[src/design/gpb_pkg.sv]
// Purpose: constants and carrier types of the general-purpose port bank.
// Assumes: 40 MHz sys_clk, AXI4-Lite register access, 8-bit registers.
// Notes: pins are numbered port*8+bit over a 56-bit vector.
// Summary of operation
// RQ1 - Every two-way pin has its own direction bit, 0 for input, 1 for output.
// RQ2 - Reading a port returns the synchronised pin level for input pins.
// RQ3 - Reading a port returns the output latch for output pins.
// RQ4 - Writing a port updates every latch bit whatever the direction.
// RQ5 - A pin in output mode is driven with its latch value.
// RQ6 - 47 two-way pins: P0-P3, P4 bits 3-7, P5 bits 6-7 and P6.
// RQ7 - P4 bits 3, 4 are general pins only while the sub oscillator is unused.
// RQ8 - P4 bits 6, 7 are general pins only while the main oscillator is unused.
// RQ9 - P4 bit 2 is input only, and usable only while the converter is unused.
// RQ10 - Pull-ups go by 4-bit groups, per bit for P4 bit 3, in a pair for P5.
// RQ11 - Ports 1 and 2 choose low or high drive strength per pin.
// RQ12 - Ports 0, 3, 6, usable P4 and P5 pins choose drive strength by group.
// RQ13 - Each port selects one of three input thresholds as a whole group.
// RQ14 - Direction bits P4 0-2, P5 0-2 and P5 5 are absent; P5 3-4 reserved.
// RQ15 - A peripheral output drives its pin whatever the direction bit holds.
// RQ16 - Software writes P0 direction right after it sets the unlock bit.
// RQ17 - Pull-up selection has no effect on pins in output mode.
package gpb_pkg;
	localparam int PIN_W = 56;
	localparam int ADDR_W = 12;
	localparam int DATA_W = 32;
	localparam int CLK_HZ = 40000000;
	// Printed register indices; the byte address is four times the index
	localparam logic [6:0][7:0] LATCH_IDX = {8'hec, 8'he9, 8'he8, 8'he5,
		8'he4, 8'he1, 8'he0};
	localparam logic [6:0][7:0] DIR_IDX = {8'hee, 8'heb, 8'hea, 8'he7,
		8'he6, 8'he3, 8'he2};
	// Implemented direction bits and readable pin bits per port
	localparam logic [6:0][7:0] DIR_MASK = {8'hff, 8'hc0, 8'hf8, 8'hff,
		8'hff, 8'hff, 8'hff};
	localparam logic [6:0][7:0] LATCH_MASK = {8'hff, 8'hc0, 8'hfc, 8'hff,
		8'hff, 8'hff, 8'hff};
	// Configuration register byte addresses
	localparam logic [ADDR_W-1:0] PULLUP_A_ADDR = 12'h400;
	localparam logic [ADDR_W-1:0] PULLUP_B_ADDR = 12'h404;
	localparam logic [ADDR_W-1:0] NARROW_A_ADDR = 12'h408;
	localparam logic [ADDR_W-1:0] NARROW_B_ADDR = 12'h40c;
	localparam logic [ADDR_W-1:0] DRIVE_A_ADDR = 12'h410;
	localparam logic [ADDR_W-1:0] DRIVE_B_ADDR = 12'h414;
	localparam logic [ADDR_W-1:0] THRESH_A_ADDR = 12'h418;
	localparam logic [ADDR_W-1:0] THRESH_B_ADDR = 12'h41c;
	localparam logic [ADDR_W-1:0] PROTECT_ADDR = 12'h420;
	localparam logic [ADDR_W-1:0] USAGE_ADDR = 12'h424;
	// Field positions
	localparam int UNLOCK_BIT = 2;
	localparam int USE_SUBOSC_BIT = 0;
	localparam int USE_MAINOSC_BIT = 1;
	localparam int USE_ADC_BIT = 2;
	localparam int GRP_P4_3 = 0;
	localparam int GRP_P4_HI = 1;
	localparam int GRP_P5 = 2;
	localparam int GRP_P6_LO = 4;
	localparam int GRP_P6_HI = 5;
	localparam int THR_P4_POS = 0;
	localparam int THR_P5_POS = 2;
	localparam int THR_P6_POS = 4;
	// Threshold codes
	localparam logic [1:0] THR_035 = 2'h0;
	localparam logic [1:0] THR_050 = 2'h1;
	localparam logic [1:0] THR_070 = 2'h2;
	// Reset values and bus response codes
	localparam logic [7:0] REG_RESET = 8'h00;
	localparam logic [7:0] THRESH_RESET = 8'h00;
	localparam logic [1:0] RESP_OKAY = 2'h0;
	localparam logic [1:0] RESP_SLVERR = 2'h2;

	// Write command and read address from the bus slave
	typedef struct packed {
		logic wrEn;
		logic [ADDR_W-1:0] wrAddr;
		logic [7:0] wrData;
		logic [ADDR_W-1:0] rdAddr;
	} gpb_regacc_s;

	// Decode answer from the register file
	typedef struct packed {
		logic wrHit;
		logic rdHit;
		logic [7:0] rdData;
	} gpb_regrsp_s;
endpackage

[src/design/gpb_port_bank.sv]
// Purpose: seven 8-bit general-purpose ports with direction, latch and pads.
// Assumes: pins arrive asynchronously; peripherals run on sys_clk.
// Notes: pin vectors hold port p bit b at index p*8+b.
//
// The AXI4-Lite register port and the address map are this design's own decisions.
`timescale 1ns/100ps
module gpb_port_bank (
	input wire logic sys_clk,
	input wire logic reset_n,
	input wire logic [gpb_pkg::ADDR_W-1:0] awaddr,
	input wire logic awvalid,
	output logic awready,
	input wire logic [gpb_pkg::DATA_W-1:0] wdata,
	input wire logic [3:0] wstrb,
	input wire logic wvalid,
	output logic wready,
	output logic [1:0] bresp,
	output logic bvalid,
	input wire logic bready,
	input wire logic [gpb_pkg::ADDR_W-1:0] araddr,
	input wire logic arvalid,
	output logic arready,
	output logic [gpb_pkg::DATA_W-1:0] rdata,
	output logic [1:0] rresp,
	output logic rvalid,
	input wire logic rready,
	input wire logic [gpb_pkg::PIN_W-1:0] pinIn,
	output logic [gpb_pkg::PIN_W-1:0] pinOut,
	output logic [gpb_pkg::PIN_W-1:0] pinOe,
	output logic [gpb_pkg::PIN_W-1:0] pullupEn,
	output logic [gpb_pkg::PIN_W-1:0] driveHigh,
	output logic [6:0][1:0] inputThreshold,
	input wire logic [gpb_pkg::PIN_W-1:0] periphOutEn,
	input wire logic [gpb_pkg::PIN_W-1:0] periphOut,
	output logic subOscEnable,
	output logic mainOscEnable,
	output logic adcEnable
);
	gpb_pkg::gpb_regacc_s acc;
	gpb_pkg::gpb_regrsp_s rsp;
	logic [6:0][7:0] directionReg;
	logic [6:0][7:0] portLatchReg;
	logic [7:0] pullupSelectRegA;
	logic [7:0] pullupSelectRegB;
	logic [7:0] narrowDriveRegA;
	logic [7:0] narrowDriveRegB;
	logic [7:0] driveStrengthRegA;
	logic [7:0] driveStrengthRegB;
	logic [7:0] inputThresholdRegA;
	logic [7:0] inputThresholdRegB;
	logic [7:0] protectReg;
	logic [7:0] usageReg;
	logic [gpb_pkg::PIN_W-1:0] levelVec;
	logic [gpb_pkg::PIN_W-1:0] usableVec;
	logic [gpb_pkg::PIN_W-1:0] pullVec;
	logic [gpb_pkg::PIN_W-1:0] driveVec;
	logic [6:0][7:0] portRead;
	logic [6:0] latchWrHit;
	logic [6:0] dirWrHit;
	logic [6:0] latchRdHit;
	logic [6:0] dirRdHit;
	logic cfgWrHit;
	logic [7:0] cfgRead;
	logic cfgRdHit;
	logic directionUnlockBit;

	assign directionUnlockBit = protectReg[gpb_pkg::UNLOCK_BIT];

	// Spread group select bits over the pins
	function automatic logic [gpb_pkg::PIN_W-1:0] spreadGroups(
		input logic [7:0] regA,
		input logic [7:0] regB
	);
		logic [gpb_pkg::PIN_W-1:0] v;
		v = '0;
		for (int p = 0; p < 4; p++) begin
			v[p*8 +: 4] = {4{regA[2*p]}};
			v[p*8+4 +: 4] = {4{regA[2*p+1]}};
		end
		v[35] = regB[gpb_pkg::GRP_P4_3];
		v[36 +: 4] = {4{regB[gpb_pkg::GRP_P4_HI]}};
		v[46 +: 2] = {2{regB[gpb_pkg::GRP_P5]}};
		v[48 +: 4] = {4{regB[gpb_pkg::GRP_P6_LO]}};
		v[52 +: 4] = {4{regB[gpb_pkg::GRP_P6_HI]}};
		return v;
	endfunction

	// Bus slave front end
	gpb_axil_slave u_slave (
		.sys_clk(sys_clk),
		.reset_n(reset_n),
		.awaddr(awaddr),
		.awvalid(awvalid),
		.awready(awready),
		.wdata(wdata),
		.wstrb(wstrb),
		.wvalid(wvalid),
		.wready(wready),
		.bresp(bresp),
		.bvalid(bvalid),
		.bready(bready),
		.araddr(araddr),
		.arvalid(arvalid),
		.arready(arready),
		.rdata(rdata),
		.rresp(rresp),
		.rvalid(rvalid),
		.rready(rready),
		.acc(acc),
		.rsp(rsp)
	);

	// Pins claimed by oscillators or the converter
	always_comb begin
		usableVec = '1;
		usableVec[34] = ~usageReg[gpb_pkg::USE_ADC_BIT]; // [RQ9]
		usableVec[35] = ~usageReg[gpb_pkg::USE_SUBOSC_BIT]; // [RQ7]
		usableVec[36] = ~usageReg[gpb_pkg::USE_SUBOSC_BIT]; // [RQ7]
		usableVec[38] = ~usageReg[gpb_pkg::USE_MAINOSC_BIT]; // [RQ8]
		usableVec[39] = ~usageReg[gpb_pkg::USE_MAINOSC_BIT]; // [RQ8]
	end

	// Pull-up and drive selects per pin
	always_comb begin
		pullVec = spreadGroups(pullupSelectRegA, pullupSelectRegB); // [RQ10]
		driveVec = spreadGroups(driveStrengthRegA, driveStrengthRegB); // [RQ12]
		driveVec[8 +: 8] = narrowDriveRegA; // [RQ11]
		driveVec[16 +: 8] = narrowDriveRegB; // [RQ11]
	end

	// Threshold selection per port
	always_comb begin
		for (int p = 0; p < 4; p++) begin
			inputThreshold[p] = inputThresholdRegA[2*p +: 2]; // [RQ13]
		end
		inputThreshold[4] = inputThresholdRegB[gpb_pkg::THR_P4_POS +: 2];
		inputThreshold[5] = inputThresholdRegB[gpb_pkg::THR_P5_POS +: 2];
		inputThreshold[6] = inputThresholdRegB[gpb_pkg::THR_P6_POS +: 2];
	end

	assign subOscEnable = usageReg[gpb_pkg::USE_SUBOSC_BIT];
	assign mainOscEnable = usageReg[gpb_pkg::USE_MAINOSC_BIT];
	assign adcEnable = usageReg[gpb_pkg::USE_ADC_BIT];

	// One cell per pin position; absent pins are inert
	for (genvar i = 0; i < gpb_pkg::PIN_W; i++) begin : g_pin
		gpb_pin_cell #(
			.IMPL(gpb_pkg::LATCH_MASK[i/8][i%8]),
			.HAS_OUT(gpb_pkg::DIR_MASK[i/8][i%8]) // [RQ6] [RQ9]
		) u_cell (
			.sys_clk(sys_clk),
			.reset_n(reset_n),
			.pinIn(pinIn[i]),
			.latch(portLatchReg[i/8][i%8]),
			.dir(directionReg[i/8][i%8]),
			.usable(usableVec[i]),
			.periphEn(periphOutEn[i]),
			.periphOut(periphOut[i]),
			.pullSel(pullVec[i]),
			.driveSel(driveVec[i]),
			.pinOut(pinOut[i]),
			.pinOe(pinOe[i]),
			.pullupEn(pullupEn[i]),
			.driveHigh(driveHigh[i]),
			.level(levelVec[i])
		);
	end

	// Port data read value: latch for outputs, pin level for inputs
	always_comb begin
		for (int p = 0; p < 7; p++) begin
			portRead[p] = ((directionReg[p] & portLatchReg[p]) // [RQ3]
				| (~directionReg[p] & levelVec[p*8 +: 8])) // [RQ2]
				& gpb_pkg::LATCH_MASK[p] & usableVec[p*8 +: 8]; // [RQ7] [RQ8]
		end
	end

	// Address decode of port registers
	always_comb begin
		for (int p = 0; p < 7; p++) begin
			latchWrHit[p] = acc.wrAddr == {2'b00, gpb_pkg::LATCH_IDX[p], 2'b00};
			dirWrHit[p] = acc.wrAddr == {2'b00, gpb_pkg::DIR_IDX[p], 2'b00};
			latchRdHit[p] = acc.rdAddr == {2'b00, gpb_pkg::LATCH_IDX[p], 2'b00};
			dirRdHit[p] = acc.rdAddr == {2'b00, gpb_pkg::DIR_IDX[p], 2'b00};
		end
	end

	// Configuration register write decode
	always_comb begin
		case (acc.wrAddr)
			gpb_pkg::PULLUP_A_ADDR, gpb_pkg::PULLUP_B_ADDR,
			gpb_pkg::NARROW_A_ADDR, gpb_pkg::NARROW_B_ADDR,
			gpb_pkg::DRIVE_A_ADDR, gpb_pkg::DRIVE_B_ADDR,
			gpb_pkg::THRESH_A_ADDR, gpb_pkg::THRESH_B_ADDR,
			gpb_pkg::PROTECT_ADDR, gpb_pkg::USAGE_ADDR: cfgWrHit = 1'b1;
			default: cfgWrHit = 1'b0;
		endcase
	end

	// Configuration register read mux
	always_comb begin
		cfgRdHit = 1'b1;
		case (acc.rdAddr)
			gpb_pkg::PULLUP_A_ADDR: cfgRead = pullupSelectRegA;
			gpb_pkg::PULLUP_B_ADDR: cfgRead = pullupSelectRegB;
			gpb_pkg::NARROW_A_ADDR: cfgRead = narrowDriveRegA;
			gpb_pkg::NARROW_B_ADDR: cfgRead = narrowDriveRegB;
			gpb_pkg::DRIVE_A_ADDR: cfgRead = driveStrengthRegA;
			gpb_pkg::DRIVE_B_ADDR: cfgRead = driveStrengthRegB;
			gpb_pkg::THRESH_A_ADDR: cfgRead = inputThresholdRegA;
			gpb_pkg::THRESH_B_ADDR: cfgRead = inputThresholdRegB;
			gpb_pkg::PROTECT_ADDR: cfgRead = protectReg;
			gpb_pkg::USAGE_ADDR: cfgRead = usageReg;
			default: begin
				cfgRead = 8'h00;
				cfgRdHit = 1'b0;
			end
		endcase
	end

	// Answer to the bus slave
	always_comb begin
		rsp.wrHit = cfgWrHit | (|latchWrHit) | (|dirWrHit);
		rsp.rdHit = cfgRdHit | (|latchRdHit) | (|dirRdHit);
		rsp.rdData = cfgRead;
		for (int p = 0; p < 7; p++) begin
			if (latchRdHit[p]) begin
				rsp.rdData = portRead[p];
			end
			if (dirRdHit[p]) begin
				rsp.rdData = directionReg[p] & gpb_pkg::DIR_MASK[p]; // [RQ14]
			end
		end
	end

	// Output latches take the written bits of implemented pins only, whatever the direction
	always_ff @(posedge sys_clk) begin
		if (!reset_n) begin
			portLatchReg <= '0;
		end else if (acc.wrEn) begin
			for (int p = 0; p < 7; p++) begin
				if (latchWrHit[p]) begin
					portLatchReg[p] <= acc.wrData & gpb_pkg::LATCH_MASK[p]; // [RQ4]
				end
			end
		end
	end

	// Direction bits; port 0 needs the unlock bit
	always_ff @(posedge sys_clk) begin
		if (!reset_n) begin
			directionReg <= '0;
		end else if (acc.wrEn) begin
			for (int p = 0; p < 7; p++) begin
				if (dirWrHit[p] && (p != 0 || directionUnlockBit)) begin // [RQ16]
					directionReg[p] <= acc.wrData & gpb_pkg::DIR_MASK[p]; // [RQ1] [RQ14]
				end
			end
		end
	end

	// Unlock bit lasts for the next write only
	always_ff @(posedge sys_clk) begin
		if (!reset_n) begin
			protectReg <= gpb_pkg::REG_RESET;
		end else if (acc.wrEn) begin
			if (acc.wrAddr == gpb_pkg::PROTECT_ADDR) begin
				protectReg <= acc.wrData;
			end else begin
				protectReg[gpb_pkg::UNLOCK_BIT] <= 1'b0; // [RQ16]
			end
		end
	end

	// Pad configuration registers
	always_ff @(posedge sys_clk) begin
		if (!reset_n) begin
			pullupSelectRegA <= gpb_pkg::REG_RESET;
			pullupSelectRegB <= gpb_pkg::REG_RESET;
			narrowDriveRegA <= gpb_pkg::REG_RESET;
			narrowDriveRegB <= gpb_pkg::REG_RESET;
			driveStrengthRegA <= gpb_pkg::REG_RESET;
			driveStrengthRegB <= gpb_pkg::REG_RESET;
			inputThresholdRegA <= gpb_pkg::THRESH_RESET;
			inputThresholdRegB <= gpb_pkg::THRESH_RESET;
			usageReg <= gpb_pkg::REG_RESET;
		end else if (acc.wrEn) begin
			case (acc.wrAddr)
				gpb_pkg::PULLUP_A_ADDR: pullupSelectRegA <= acc.wrData;
				gpb_pkg::PULLUP_B_ADDR: pullupSelectRegB <= acc.wrData;
				gpb_pkg::NARROW_A_ADDR: narrowDriveRegA <= acc.wrData;
				gpb_pkg::NARROW_B_ADDR: narrowDriveRegB <= acc.wrData;
				gpb_pkg::DRIVE_A_ADDR: driveStrengthRegA <= acc.wrData;
				gpb_pkg::DRIVE_B_ADDR: driveStrengthRegB <= acc.wrData;
				gpb_pkg::THRESH_A_ADDR: inputThresholdRegA <= acc.wrData;
				gpb_pkg::THRESH_B_ADDR: inputThresholdRegB <= acc.wrData;
				gpb_pkg::USAGE_ADDR: usageReg <= acc.wrData;
				default: begin
				end
			endcase
		end
	end
endmodule

[src/design/gpb_pin_cell.sv]
// Purpose: one port pin: input synchroniser, output drive and pad controls.
// Assumes: pinIn is asynchronous to sys_clk.
// Notes: pad controls are registered, one cycle after their cause.
`timescale 1ns/100ps
module gpb_pin_cell #(
	parameter bit IMPL = 1'b1,
	parameter bit HAS_OUT = 1'b1
) (
	input wire logic sys_clk,
	input wire logic reset_n,
	input wire logic pinIn,
	input wire logic latch,
	input wire logic dir,
	input wire logic usable,
	input wire logic periphEn,
	input wire logic periphOut,
	input wire logic pullSel,
	input wire logic driveSel,
	output logic pinOut,
	output logic pinOe,
	output logic pullupEn,
	output logic driveHigh,
	output logic level
);
	logic syncA;
	logic syncB;
	logic drive;

	// Two-stage synchroniser of the pad level
	always_ff @(posedge sys_clk) begin
		if (!reset_n) begin
			syncA <= 1'b0;
			syncB <= 1'b0;
		end else begin
			syncA <= pinIn;
			syncB <= syncA;
		end
	end

	assign level = syncB & IMPL & usable; // [RQ2] [RQ9]
	// Peripheral output wins over the direction bit
	assign drive = HAS_OUT & usable & (periphEn | dir); // [RQ5] [RQ15]

	// Pad controls
	always_ff @(posedge sys_clk) begin
		if (!reset_n) begin
			pinOut <= 1'b0;
			pinOe <= 1'b0;
			pullupEn <= 1'b0;
			driveHigh <= 1'b0;
		end else begin
			pinOut <= periphEn ? periphOut : latch; // [RQ5] [RQ15]
			pinOe <= drive;
			pullupEn <= HAS_OUT & usable & ~drive & pullSel; // [RQ17]
			driveHigh <= HAS_OUT & usable & driveSel;
		end
	end
endmodule

[src/design/gpb_axil_slave.sv]
// Purpose: AXI4-Lite slave front end of the port bank registers.
// Assumes: one write and one read outstanding at most.
// Notes: write acts the cycle after both address and data are held.
`timescale 1ns/100ps
module gpb_axil_slave (
	input wire logic sys_clk,
	input wire logic reset_n,
	input wire logic [gpb_pkg::ADDR_W-1:0] awaddr,
	input wire logic awvalid,
	output logic awready,
	input wire logic [gpb_pkg::DATA_W-1:0] wdata,
	input wire logic [3:0] wstrb,
	input wire logic wvalid,
	output logic wready,
	output logic [1:0] bresp,
	output logic bvalid,
	input wire logic bready,
	input wire logic [gpb_pkg::ADDR_W-1:0] araddr,
	input wire logic arvalid,
	output logic arready,
	output logic [gpb_pkg::DATA_W-1:0] rdata,
	output logic [1:0] rresp,
	output logic rvalid,
	input wire logic rready,
	output gpb_pkg::gpb_regacc_s acc,
	input wire gpb_pkg::gpb_regrsp_s rsp
);
	logic awHeld;
	logic wHeld;
	logic [gpb_pkg::ADDR_W-1:0] awAddr;
	logic [7:0] wByte;
	logic wLane;
	logic doWrite;

	assign awready = ~awHeld & ~bvalid;
	assign wready = ~wHeld & ~bvalid;
	assign arready = ~rvalid;
	assign doWrite = awHeld & wHeld & ~bvalid;

	// Register file command
	always_comb begin
		acc.wrEn = doWrite & wLane;
		acc.wrAddr = awAddr;
		acc.wrData = wByte;
		acc.rdAddr = araddr;
	end

	// Write address and data capture, either order
	always_ff @(posedge sys_clk) begin
		if (!reset_n) begin
			awHeld <= 1'b0;
			wHeld <= 1'b0;
			awAddr <= '0;
			wByte <= 8'h00;
			wLane <= 1'b0;
		end else begin
			if (awvalid && awready) begin
				awHeld <= 1'b1;
				awAddr <= awaddr;
			end else if (doWrite) begin
				awHeld <= 1'b0;
			end
			if (wvalid && wready) begin
				wHeld <= 1'b1;
				wByte <= wdata[7:0];
				wLane <= wstrb[0];
			end else if (doWrite) begin
				wHeld <= 1'b0;
			end
		end
	end

	// Write response
	always_ff @(posedge sys_clk) begin
		if (!reset_n) begin
			bvalid <= 1'b0;
			bresp <= gpb_pkg::RESP_OKAY;
		end else if (doWrite) begin
			bvalid <= 1'b1;
			bresp <= rsp.wrHit ? gpb_pkg::RESP_OKAY : gpb_pkg::RESP_SLVERR;
		end else if (bready) begin
			bvalid <= 1'b0;
		end
	end

	// Read data, taken in the address handshake cycle
	always_ff @(posedge sys_clk) begin
		if (!reset_n) begin
			rvalid <= 1'b0;
			rdata <= '0;
			rresp <= gpb_pkg::RESP_OKAY;
		end else if (arvalid && arready) begin
			rvalid <= 1'b1;
			rdata <= {24'h000000, rsp.rdData};
			rresp <= rsp.rdHit ? gpb_pkg::RESP_OKAY : gpb_pkg::RESP_SLVERR;
		end else if (rready) begin
			rvalid <= 1'b0;
		end
	end
endmodule

[config.mk]
export PLATFORM = sky130hd
export DESIGN_NAME = gpb_port_bank
export DESIGN_NICKNAME = d
export VERILOG_FILES = /design/src/design/gpb_pkg.sv /design/src/design/gpb_port_bank.sv /design/src/design/gpb_pin_cell.sv /design/src/design/gpb_axil_slave.sv
export SDC_FILE = /design/constraint.sdc
export NUM_CORES = 1
export LEC_CHECK = 0
export BUFFER_PORTS_ARGS = -buffer_cell sky130_fd_sc_hd__buf_2
export CAP_MARGIN = 10
export CORE_MARGIN = 1.5
export CORE_UTILIZATION = 35
export CTS_CLUSTER_DIAMETER = 30
export DETAILED_ROUTE_END_ITERATION = 6
export MAX_ROUTING_LAYER = met4
export PLACE_DENSITY_LB_ADDON = 0.12
export SLEW_MARGIN = 15
export SYNTH_ARGS = -nofsm -noshare
export SYNTH_HDL_FRONTEND = slang
export SYNTH_HIERARCHICAL = 1
export SYNTH_SLANG_ARGS = --single-unit
[constraint.sdc]
create_clock -name sys_clk -period 6.4 [get_ports sys_clk]
set_clock_uncertainty 0.2 [all_clocks]
set_input_delay 0.96 -clock sys_clk [delete_from_list [all_inputs] [get_ports sys_clk]]
set_output_delay 0.96 -clock sys_clk [all_outputs]
set_load 0.1 [all_outputs]
# Word level (Yosys, flattened, before mapping)
# Index checks and enable logic that the tools add are counted.
# totals
register_bits	485
inputBits	235
output_inout_bits	282
elab_cells	679
# op_classes
bitwise	202
eq_ne	48
n_reduce_logical	46
muxes	75
# op_table
cell	count
12-bit by 10-bit == test with 1-bit output (second input constant)	28
12-bit by 11-bit == test with 1-bit output (second input constant)	20
8-bit AND	15
8-bit two-way mux	14
8-bit one-hot mux with 10 select lines	1
1-bit AND	68
2-bit AND reduction	32
1-bit two-way mux	58
8-bit inverter	7
8-bit OR	7
1-bit inverter	54
1-bit OR	51
7-bit OR reduction	4
10-bit OR reduction	2
2-bit nonzero test	4
1-bit logical AND	4
2-bit two-way mux	2

# Longest topological paths before layout
# Gate-level depths: netlist (run 1).
# depth
ltp_word	17
ltp_mapped	13
ltp_nobuf	10

# Cells and area by module
# The synthesis (run 1) kept the hierarchy.
# modules_own_cells
module	seq_area_each_um2	area_per_inst_um2	n_inst	cells_per_inst
gpb_port_bank	3503.4	9646.8	1	1085
gpb_pin_cell at g_pin[0].u_cell ...	120.1	185.2	47	15
gpb_axil_slave	700.7	1656.6	1	196
gpb_pin_cell at g_pin[32].u_cell ...	20.0	70.1	8	8
gpb_pin_cell at g_pin[34].u_cell	60.1	121.4	1	12

# Worst setup path after synthesis (run 1)
# No wires, ideal clock.
# synth_timing
kind	flip-flop to output port
start	reg u_slave.bvalid
end	out awready
setup_slack_ns	3.041
required_time_ns	5.240
arrival_time_ns	2.199
path_stages_with_launch	3
path_buffers	1
path_cell_list	dfxtp_1 buf_6 nor2_1
# synth_between
elab_chain_len	2
# synth_rtl
element	line_no	source
from (decl)	gpb_axil_slave.sv:16	output logic bvalid,
from (signal assigned)	gpb_axil_slave.sv:76	bvalid <= 1'b0;
from (signal assigned)	gpb_axil_slave.sv:79	bvalid <= 1'b1;
from (signal assigned)	gpb_axil_slave.sv:82	bvalid <= 1'b0;
1-bit inverter	gpb_axil_slave.sv:35	assign awready = ~awHeld & ~bvalid;
1-bit AND	gpb_axil_slave.sv:35	
to (decl)	gpb_port_bank.sv:12	output logic awready,
# No other way between the ends.

==> results of run 1 <==
## layout by cell type (no fill, tap or decap), types with 10 or more instances in the layout
master and n:
clkbuf_8 18, bufinv_16 12, clkbuf_1 19, and2_1 56, clkinvlp_4 19, nand2b_1 10, a21oi_1 40, dfxtp_1 500
conb_1 233, buf_4 18, and2_2 94, buf_2 427, o22ai_1 14, nand3_1 93, nand2_1 108, o211a_1 50
mux2i_1 249, nor3_1 62, inv_1 14, nor2b_1 228, clkbuf_16 119, and3_2 47, clkinv_2 22, o21ai_0 77
a21boi_0 25, nor2_1 40
## cell type report
type / instances / area share, %
repair buffers: 448 / 8.35
inverters: 14 / 0.189
flip-flops and latches: 503 / 36.2
multi-input cells: 1592 / 37.3
well taps: 765 / 3.44
clock inverters: 61 / 2.65
clock buffers: 156 / 11.8
diodes: 9 / 0.0808
## report_power, final
group | leakage [nW] | internal [mW] | total [mW] | switching [mW]
clock | 1.93 | 4.07 | 5.92 | 1.85
sequential | 4.10 | 3.21 | 3.25 | 0.0407
combinational | 6.48 | 0.175 | 0.775 | 0.599
## state kept, by name, summed over array words and instances (netlist names), 12 cells and up
signal	count
g_pin.u_cell/pinOut	56
g_pin.u_cell/driveHigh	47
g_pin.u_cell/syncA	48
g_pin.u_cell/pullupEn	47
g_pin.u_cell/syncB	48
g_pin.u_cell/pinOe	47
portLatchReg	48
u_slave/awAddr	12
directionReg	47
## how the worst max path moves through the flow
stage                                      startpoint                       endpoint  slack, ps  cells past startpoint
after floorplan           u_slave/bvalid$_SDFFE_PN0P_                        awready       3040                      2
after global routing                        araddr[3]  u_slave/rdata[4]$_SDFFE_PN0P_       2490                      9
after global placement                      araddr[3]  u_slave/rdata[4]$_SDFFE_PN0P_       1980                      9
final                                       araddr[3]  u_slave/rdata[4]$_SDFFE_PN0P_       2500                      9
after CTS                                   araddr[3]  u_slave/rdata[4]$_SDFFE_PN0P_       2680                      9
after detailed placement                    araddr[3]  u_slave/rdata[4]$_SDFFE_PN0P_       1970                      9
## routing by layer
| metal | wire, um | GRT usage (%) | up-vias |
|---|---|---|---|
| met4 | 1960 | 8.93 | 0 |
| met3 | 4350 | 5.58 | 112 |
| met2 | 32800 | 37.4 | 522 |
| met1 | 32800 | 30.2 | 7933 |
| met5 | 0 | - | - |
| li1 | - | - | 8207 |
## through the flow
step	instance area [um2]	power (mW)	std cells	hold slack [ps]	worst slack (ps)
after floorplan	21500	3.90	2275	212	3040
after global placement	23800	4.08	3322	226	1980
after detailed placement	23800	4.08	3322	228	1970
after CTS	27800	10.1	3539	238	2680
after global routing	27900	10.3	3547	245	2490
final	27900	9.95	3548	237	2500
==> reports/qor.csv, run 1 <==
stage,metric,value,unit
cells_and_area,fin_nets,2911,
timing,finalHoldViolCount,0,
placement,gp_congestion,0.923,
worst_setup_path,worstSetupEndpointType,register,
timing,max-slew-margin-rel,30.8,%
clocking,cts_tree,yes,
worst_setup_path,crit_top_cell,nand2_1,
cells_and_area,area_delta_synth_final,35.1,%
floorplanning,core_area,58000,um2
floorplanning,fp.dieArea,60400,um2
worst_setup_path,r2r_end,portLatchReg[19]$_SDFFE_PN0P_,
routing,ant_nets,0,
clocking,clock_sinks,503,
synthesis,synthesis.area,20600,um2
power_and_ir_drop,ir_drop,0.223,mV
clocking,ctsResizeCount,0,
power_and_ir_drop,power_leakage,12.5,nW
global_route,antenna_found_initial,8,
worst_setup_path,slowest_delay,670,ps
timing,finalSetupTns,0,ps
clocking,clockBufferDepth,3,
status,status,"finished, final reports clean",
worst_setup_path,r2r_start,u_slave/bvalid$_SDFFE_PN0P_,
worst_hold_path,hold_path.class,register to register,
routing,dr_total_vias,16800,
synthesis,avgSynthCellArea,10.0,um2
floorplanning,die_x,246,um
worst_setup_path,cpMaxStageDelayCell,nor2b_1,
cells_and_area,post-route-util,48.0,%
cells_and_area,nFillCells,5462,
worst_setup_path,required,6750,ps
routing,initialDrtViolationCount,869,
timing,grt_setup_unrepaired,no,
cells_and_area,regArea,10100,um2
worst_setup_path,worstRegToRegCells,7,
clocking,cts_made_buffers,117,
worst_setup_path,worst-r2r-setup-slack,3310,ps
routing,drc_errors,0,
timing,tightest_slew,1040,ps
worst_setup_path,startpoint_type,input port,
worst_setup_path,cp_top_family,compound AO/OA/AOI/OAI gates,
routing,wirelength,71.9,mm
power_and_ir_drop,pwr_density_cell,357,nW/um2
worst_setup_path,crit_arrival,4250,ps
synthesis,postSynthCellCount,2054,
timing,setup_viol,0,
worst_hold_path,hold_start,g_pin[34].u_cell/syncA$_SDFF_PN0_,
global_route,grt_pass1_vias,16700,
floorplanning,num_rows,88,
worst_hold_path,holdPathStages,1,
timing,fmax,257,MHz
worst_setup_path,worstPathCellList,buf_2 > nor2b_1 > nand2_1 > o32ai_1 > a21oi_1 > a211oi_1 > o221ai_1 > nand2_1 > a21boi_0,
routing,post_drt_wl_per_cell,20.3,um
floorplanning,die_y,246,um
clocking,h-tree-depth,3,
placement,dp_hpwl,51.2,mm
timing,maxSlewViolCount,0,
global_route,grt_max_degree,188,
worst_hold_path,hold_end,g_pin[34].u_cell/syncB$_SDFF_PN0_,
worst_setup_path,path_class,input port to register,
worst_setup_path,path_max_fanout,24,
worst_setup_path,critPathBufInv,1,
flow_run,cap_viol_max_count,0,
clocking,clkLatencyLatePin,670,ps
timing,finalCritPeriodShare,60.9,%
routing,via_per_inst,4.73,
placement,port_buffers,428,
global_route,grt_pass1_wl,105,mm
cells_and_area,multi_input_area,10400,um2
global_route,overflow,0,
clocking,cts_root_buf,clkbuf_16,
clocking,clk_pin_slew,40,ps
routing,firstDrtPassIters,5,
timing,period_needed,3900,ps
floorplanning,initial_core_util,35.6,%
global_route,grt.total_usage,24.0,%
floorplanning,io_pins,517,
clocking,post_cts_buffers,0,
clocking,holdBufCountCts,0,
synthesis,synth_warnings,6,
cells_and_area,drive_above_1_share,29.8,%
No activity file was read; power rests on OpenSTA's default activity.
==> run 2: changes to the inputs <==
- ABC_AREA: not set -> 1
- clock period: 6.4 -> 3.8 ns (I/O delays scaled with it)
==> reports/qor.csv, run 2 <==
stage,metric,value,unit,change
status,status,"finished, final reports clean",,unchanged
synthesis,avgSynthCellArea,7.29,um2,was 10.0 um2
clocking,cts_root_buf,clkbuf_16,,unchanged
clocking,clockBufferDepth,3,,unchanged
worst_setup_path,required,3030,ps,was 6750 ps
floorplanning,num_rows,87,,was 88
power_and_ir_drop,ir_drop,0.401,mV,was 0.223 mV
worst_hold_path,hold_end,g_pin[14].u_cell/pinOut$_SDFF_PN0_,,was g_pin[34].u_cell/syncB$_SDFF_PN0_
timing,fmax,338,MHz,
clocking,clock_sinks,503,,unchanged
timing,setup_viol,0,,unchanged
clocking,clk_pin_slew,40,ps,about the same
worst_setup_path,cpMaxStageDelayCell,nor2_2,,was nor2b_1
power_and_ir_drop,pwr_density_cell,591,nW/um2,was 357 nW/um2
worst_setup_path,worst-r2r-setup-slack,960,ps,was 3310 ps
timing,maxSlewViolCount,0,,unchanged
routing,dr_total_vias,19300,,was 16.8k
cells_and_area,top_register,g_pin.u_cell/pinOut,,unchanged
floorplanning,die_x,243,um,was 246 um
cells_and_area,area_delta_synth_final,40.9,%,was 35.1%
worst_setup_path,r2r_end,directionReg[9]$_SDFFE_PN0P_,,was portLatchReg[19]$_SDFFE_PN0P_
routing,firstDrtPassIters,5,,unchanged
routing,drc_errors,0,,unchanged
routing,initialDrtViolationCount,1141,,was 869
global_route,grt_pass1_vias,18500,,was 16.7k
routing,post_drt_wl_per_cell,16.0,um,was 20.3 um
floorplanning,io_pins,517,,unchanged
worst_setup_path,path_max_fanout,20,,was 24
worst_setup_path,startpoint_type,register,,was input port
timing,finalHoldViolCount,0,,unchanged
timing,tightest_slew,1230,ps,was 1040 ps
cells_and_area,post-route-util,50.3,%,was 48.0%
worst_setup_path,crit_arrival,2180,ps,was 4250 ps
routing,via_per_inst,4.47,,was 4.73
cells_and_area,largest_reg_flops,56,,unchanged
worst_hold_path,hold_start,periphOut[14],,was g_pin[34].u_cell/syncA$_SDFF_PN0_
worst_setup_path,slowest_delay,630,ps,was 670 ps
clocking,ctsResizeCount,0,,unchanged
worst_setup_path,worstSetupEndpointType,output pin,,was register
cells_and_area,final_common_cell,nand2_1,,was dfxtp_1
placement,dp_hpwl,48.6,mm,was 51.2 mm
worst_setup_path,r2r_start,u_slave/awAddr[11]$_SDFFE_PN0P_,,was u_slave/bvalid$_SDFFE_PN0P_
floorplanning,fp.dieArea,59300,um2,was 60400 um2
global_route,overflow,0,,unchanged
timing,max-slew-margin-rel,17.6,%,was 30.8%
worst_setup_path,path_class,register to output pin,,was input port to register
global_route,grt_max_degree,148,,was 188
placement,port_buffers,428,,unchanged
global_route,antenna_found_initial,1,,was 8
cells_and_area,drive_above_1_share,21.0,%,was 29.8%
timing,finalSetupTns,0,ps,unchanged
cells_and_area,nFillCells,5547,,was 5462
clocking,post_cts_buffers,0,,unchanged
timing,period_needed,2950,ps,
cells_and_area,final_cell_mix,"567 x nand2_1, 503 x dfxtp_1, 427 x buf_2",,"was 500 x dfxtp_1, 427 x buf_2, 249 x mux2i_1"
clocking,cts_tree,yes,,unchanged
floorplanning,core_area,56700,um2,was 58000 um2
worst_setup_path,cp_top_family,simple AND/OR/NAND/NOR gates,,was compound AO/OA/AOI/OAI gates
synthesis,synth_warnings,6,,unchanged
worst_hold_path,holdPathStages,5,,was 1
cells_and_area,fin_nets,3702,,was 2911
routing,ant_nets,0,,unchanged
synthesis,postSynthCellCount,2776,,was 2054
global_route,grt_pass1_wl,105,mm,about the same
synthesis,synthesis.area,20200,um2,was 20600 um2
timing,grt_setup_unrepaired,no,,unchanged
clocking,cts_made_buffers,112,,was 117
worst_setup_path,worstRegToRegCells,8,,was 7
global_route,grt.total_usage,23.4,%,was 24.0%
clocking,h-tree-depth,3,,unchanged
clocking,clkLatencyLatePin,640,ps,was 670 ps
flow_run,cap_viol_max_count,0,,unchanged
floorplanning,initial_core_util,35.7,%,was 35.6%
worst_setup_path,worstPathCellList,nor2_2 > buf_2,,was buf_2 > nor2b_1 > nand2_1 > o32ai_1 > a21oi_1 > a211oi_1 > o221ai_1 > nand2_1 > a21boi_0
power_and_ir_drop,power_leakage,14.3,nW,was 12.5 nW
worst_hold_path,hold_path.class,input port to register,,was register to register
clocking,holdBufCountCts,143,,was 0
worst_setup_path,critPathBufInv,1,,unchanged
floorplanning,die_y,243,um,was 246 um
timing,finalCritPeriodShare,77.7,%,
routing,wirelength,69.0,mm,was 71.9 mm
placement,gp_congestion,0.870,,was 0.923
==> run 2: changes by cell type in the layout (fill, tap and decap cells not counted), moves of 94 or more <==
cell | previous run | this run
nor2b_1 | 228 | 0
inv_1 | 14 | 423
mux2i_1 | 249 | 4
o21ai_0 | 77 | 234
a21oi_1 | 40 | 185
dlygate4sd3_1 | 0 | 143
nor2_1 | 40 | 400
nand2_1 | 108 | 567
and2_2 | 94 | 0
==> run 2: how the worst max path moves through the flow <==
stage / slack (ps) / to / cells after the start / from
after floorplan: 1210 / pullupSelectRegB[5]$_SDFFE_PN0P_ / 7 / u_slave/bvalid$_SDFFE_PN0P_
after global placement: 540 / u_slave/rdata[3]$_SDFFE_PN0P_ / 20 / araddr[1]
after detailed placement: 510 / u_slave/rdata[0]$_SDFFE_PN0P_ / 17 / araddr[1]
after CTS: 820 / wready / 2 / u_slave/bvalid$_SDFFE_PN0P_
after global routing: 660 / directionReg[25]$_SDFFE_PN0P_ / 8 / u_slave/awAddr[11]$_SDFFE_PN0P_
final: 850 / wready / 2 / u_slave/bvalid$_SDFFE_PN0P_
==> run 2: worst reg2reg max path, stage by stage (launching register included) <==
cell and delay [ps]:
dfxtp_1 310, or2_1 220, nor4_1 330, inv_1 180, nor2_1 210, inv_1 120
nor2_1 820, o21ai_0 230, a21oi_1 160
==> run 2: layer usage <==
metal | vias up | global-route usage, % | wire length, um
met5 | - | - | 0
met4 | 0 | 8.73 | 2060
met3 | 141 | 4.85 | 3970
met2 | 573 | 36.7 | 31800
met1 | 8776 | 29.7 | 31300
li1 | 9802 | - | -
==> run 2: area by class of cell <==
| type | count | area, um2 | share of cell area [%] |
|---|---|---|---|
| Antenna cell | 1 | 2.50 | 0.00878 |
| Clock buffer | 155 | 3240 | 11.4 |
| Clock inverter | 53 | 689 | 2.42 |
| Inverter | 436 | 1640 | 5.74 |
| Multi-Input combinational cell | 1814 | 8080 | 28.4 |
| Sequential cell | 503 | 10100 | 35.3 |
| Tap cell | 756 | 946 | 3.32 |
| Timing Repair Buffer | 600 | 3840 | 13.5 |
==> run 2: power breakdown <==
part           switching [mW]  internal (mW)  total [mW]
combinational            1.20          0.356        1.56
sequential             0.0591           5.43        5.49
clock                    3.03           6.77        9.80
==> run 2: per-stage QoR <==
step	total power [mW]	std cells	worst slack [ps]	hold slack (ps)	area [um2]
after floorplan	6.70	2911	1210	190	20700
after global placement	7.02	3966	540	195	23100
after detailed placement	7.03	3966	514	197	23100
after CTS	17.0	4317	825	0.734	28500
after global routing	17.4	4318	658	30.4	28500
final	16.9	4318	846	36.3	28500
==> run 3: changes to the inputs <==
- clock period: 3.8 -> 2.65 ns (I/O delays scaled with it)
==> reports/qor.csv, run 3 (synthesized netlist as in run 2, its figures left out) <==
stage,metric,value,unit,change
global_route,antenna_found_initial,1,,unchanged
cells_and_area,regArea,10100,um2,unchanged
cells_and_area,nFillCells,5490,,was 5547
cells_and_area,final_cell_mix,"566 x nand2_1, 503 x dfxtp_1, 427 x buf_2",,"was 567 x nand2_1, 503 x dfxtp_1, 427 x buf_2"
power_and_ir_drop,pwr_density_cell,832,nW/um2,was 591 nW/um2
power_and_ir_drop,p_comb_share,9.4,%,was 9.3%
global_route,grt_pass1_wl,108,mm,was 105 mm
placement,gp_congestion,0.874,,was 0.870
routing,via_per_inst,4.39,,was 4.47
routing,wirelength,71.0,mm,was 69.0 mm
timing,setup_viol,0,,unchanged
cells_and_area,post-route-util,53.2,%,was 50.3%
clocking,cts_made_buffers,114,,was 112
cells_and_area,largest_reg_flops,56,,unchanged
routing,dr_total_vias,19700,,was 19.3k
worst_setup_path,worstSetupEndpointType,output pin,,unchanged
routing,initialDrtViolationCount,1112,,was 1141
clocking,cts_tree,yes,,unchanged
worst_hold_path,hold_path.class,input port to register,,unchanged
clocking,h-tree-depth,3,,unchanged
worst_setup_path,worst-r2r-setup-slack,220,ps,was 960 ps
status,status,"finished, final reports clean",,unchanged
worst_setup_path,path_class,register to output pin,,unchanged
power_and_ir_drop,power_frac_clock,59.3,%,was 58.2%
floorplanning,core_area,56700,um2,unchanged
cells_and_area,multi_input_area,8090,um2,was 8080 um2
timing,holdWs,29.9,ps,was 36.3 ps
power_and_ir_drop,ir_drop,0.561,mV,was 0.401 mV
timing,period_needed,2490,ps,
placement,port_buffers,428,,unchanged
cells_and_area,drive_above_1_share,23.5,%,was 21.0%
floorplanning,io_pins,517,,unchanged
cells_and_area,area_delta_synth_final,49.0,%,was 40.9%
global_route,overflow,0,,unchanged
worst_setup_path,required,2050,ps,was 3030 ps
clocking,clkLatencyLatePin,640,ps,about the same
power_and_ir_drop,seq_power_share,31.3,%,was 32.6%
floorplanning,fp.dieArea,59300,um2,unchanged
worst_setup_path,startpoint_type,register,,unchanged
timing,fmax,402,MHz,
timing,tightest_slew,636,ps,was 1230 ps
clocking,clock_sinks,503,,unchanged
global_route,grt.total_usage,24.2,%,was 23.4%
timing,finalHoldViolCount,0,,unchanged
worst_setup_path,crit_arrival,1890,ps,was 2180 ps
global_route,grt_pass1_vias,19500,,was 18.5k
timing,maxSlewViolCount,0,,unchanged
clocking,cts_root_buf,clkbuf_16,,unchanged
power_and_ir_drop,p_switching,6.46,mW,was 4.30 mW
placement,dp_hpwl,51.3,mm,was 48.6 mm
cells_and_area,fin_nets,3867,,was 3702
routing,firstDrtPassIters,5,,unchanged
power_and_ir_drop,intPower,18.6,mW,was 12.6 mW
routing,ant_nets,0,,unchanged
floorplanning,num_rows,87,,unchanged
timing,finalCritPeriodShare,93.9,%,
floorplanning,die_x,243,um,unchanged
floorplanning,die_y,243,um,unchanged
clocking,clk_pin_slew,40,ps,about the same
worst_setup_path,path_max_fanout,20,,unchanged
clocking,clockBufferDepth,3,,unchanged
routing,drc_errors,0,,unchanged
power_and_ir_drop,power_leakage,15.2,nW,was 14.3 nW
timing,max-slew-margin-rel,57.3,%,was 17.6%
flow_run,cap_viol_max_count,0,,unchanged
global_route,grt_max_degree,68,,was 148
cells_and_area,top_register,g_pin.u_cell/pinOut,,unchanged
power_and_ir_drop,p_sw_share,25.7,%,was 25.5%
cells_and_area,final_common_cell,nand2_1,,unchanged
floorplanning,initial_core_util,35.7,%,unchanged
timing,grt_setup_unrepaired,no,,unchanged
routing,post_drt_wl_per_cell,15.8,um,was 16.0 um
## run 3: layout make-up
type,count,area share [%]
diodes,2,0.0166
clock buffers,142,10.5
clock inverters,75,3.25
inverters,436,5.43
multi-input cells,1814,26.8
flip-flops and latches,503,33.4
well taps,756,3.14
repair buffers,763,17.4
## run 3: path summary, 6_finish.rpt
path | from | to | depth (start not counted)
hold reg to reg | g_pin[24].u_cell/syncA$_SDFF_PN0_ | g_pin[24].u_cell/syncB$_SDFF_PN0_ | 2
setup reg to reg | u_slave/awHeld$_SDFFE_PN0P_ | portLatchReg[1]$_SDFFE_PN0P_ | 9
hold / removal | awvalid | u_slave/awHeld$_SDFFE_PN0P_ | 3
setup / recovery | u_slave/bvalid$_SDFFE_PN0P_ | wready | 4
## run 3: per-layer routing
| layer | vias to the layer above | share of wire [%] | routed length (um) | GRT usage (%) |
|---|---|---|---|---|
| met4 | 0 | 2.0 | 1400 | 7.23 |
| met2 | 563 | 47 | 33100 | 39.1 |
| li1 | 10100 | - | - | - |
| met3 | 93 | 5.5 | 3900 | 3.98 |
| met1 | 8908 | 46 | 32600 | 30.9 |
| met5 | - | 0 | 0 | - |
## run 3: repair_timing
action,CTS,global route
resized for setup,0,5
endpoints found under the setup margin,0,10
endpoints found under the hold margin,269,0
hold buffers,196,0
buffers inserted,0,0
## run 3: through the flow
step / instances / setup WS [ps] / total power [mW] / instance area, um2 / setup TNS, ps
2_1_floorplan: 2911 / 60.3 / 9.61 / 20700 / 0
3_3_place_gp: 4076 / -308 / 10.1 / 24000 / -1860
3_5_place_dp: 4076 / -352 / 10.1 / 24000 / -2060
4_1_cts: 4489 / 122 / 25.3 / 30100 / 0
5_1_grt: 4490 / 1.50 / 25.9 / 30100 / 0
6_report: 4491 / 162 / 25.1 / 30100 / 0
## run 3: power groups by stage
stage | clock, mW | combinational, mW | sequential (mW)
final | 14.9 | 2.36 | 7.86
after CTS | 15.1 | 2.35 | 7.86
after global routing | 15.5 | 2.51 | 7.87
after detailed placement | 0 | 2.12 | 8.00
after floorplan | 0 | 0.983 | 8.63
after global placement | 0 | 2.11 | 8.00
## run 3: worst max-delay path: stages (launching register included)
cell and delay (ps):
dfxtp_1 310, buf_4 160, nor2_2 90, buf_4 230, buf_2 460
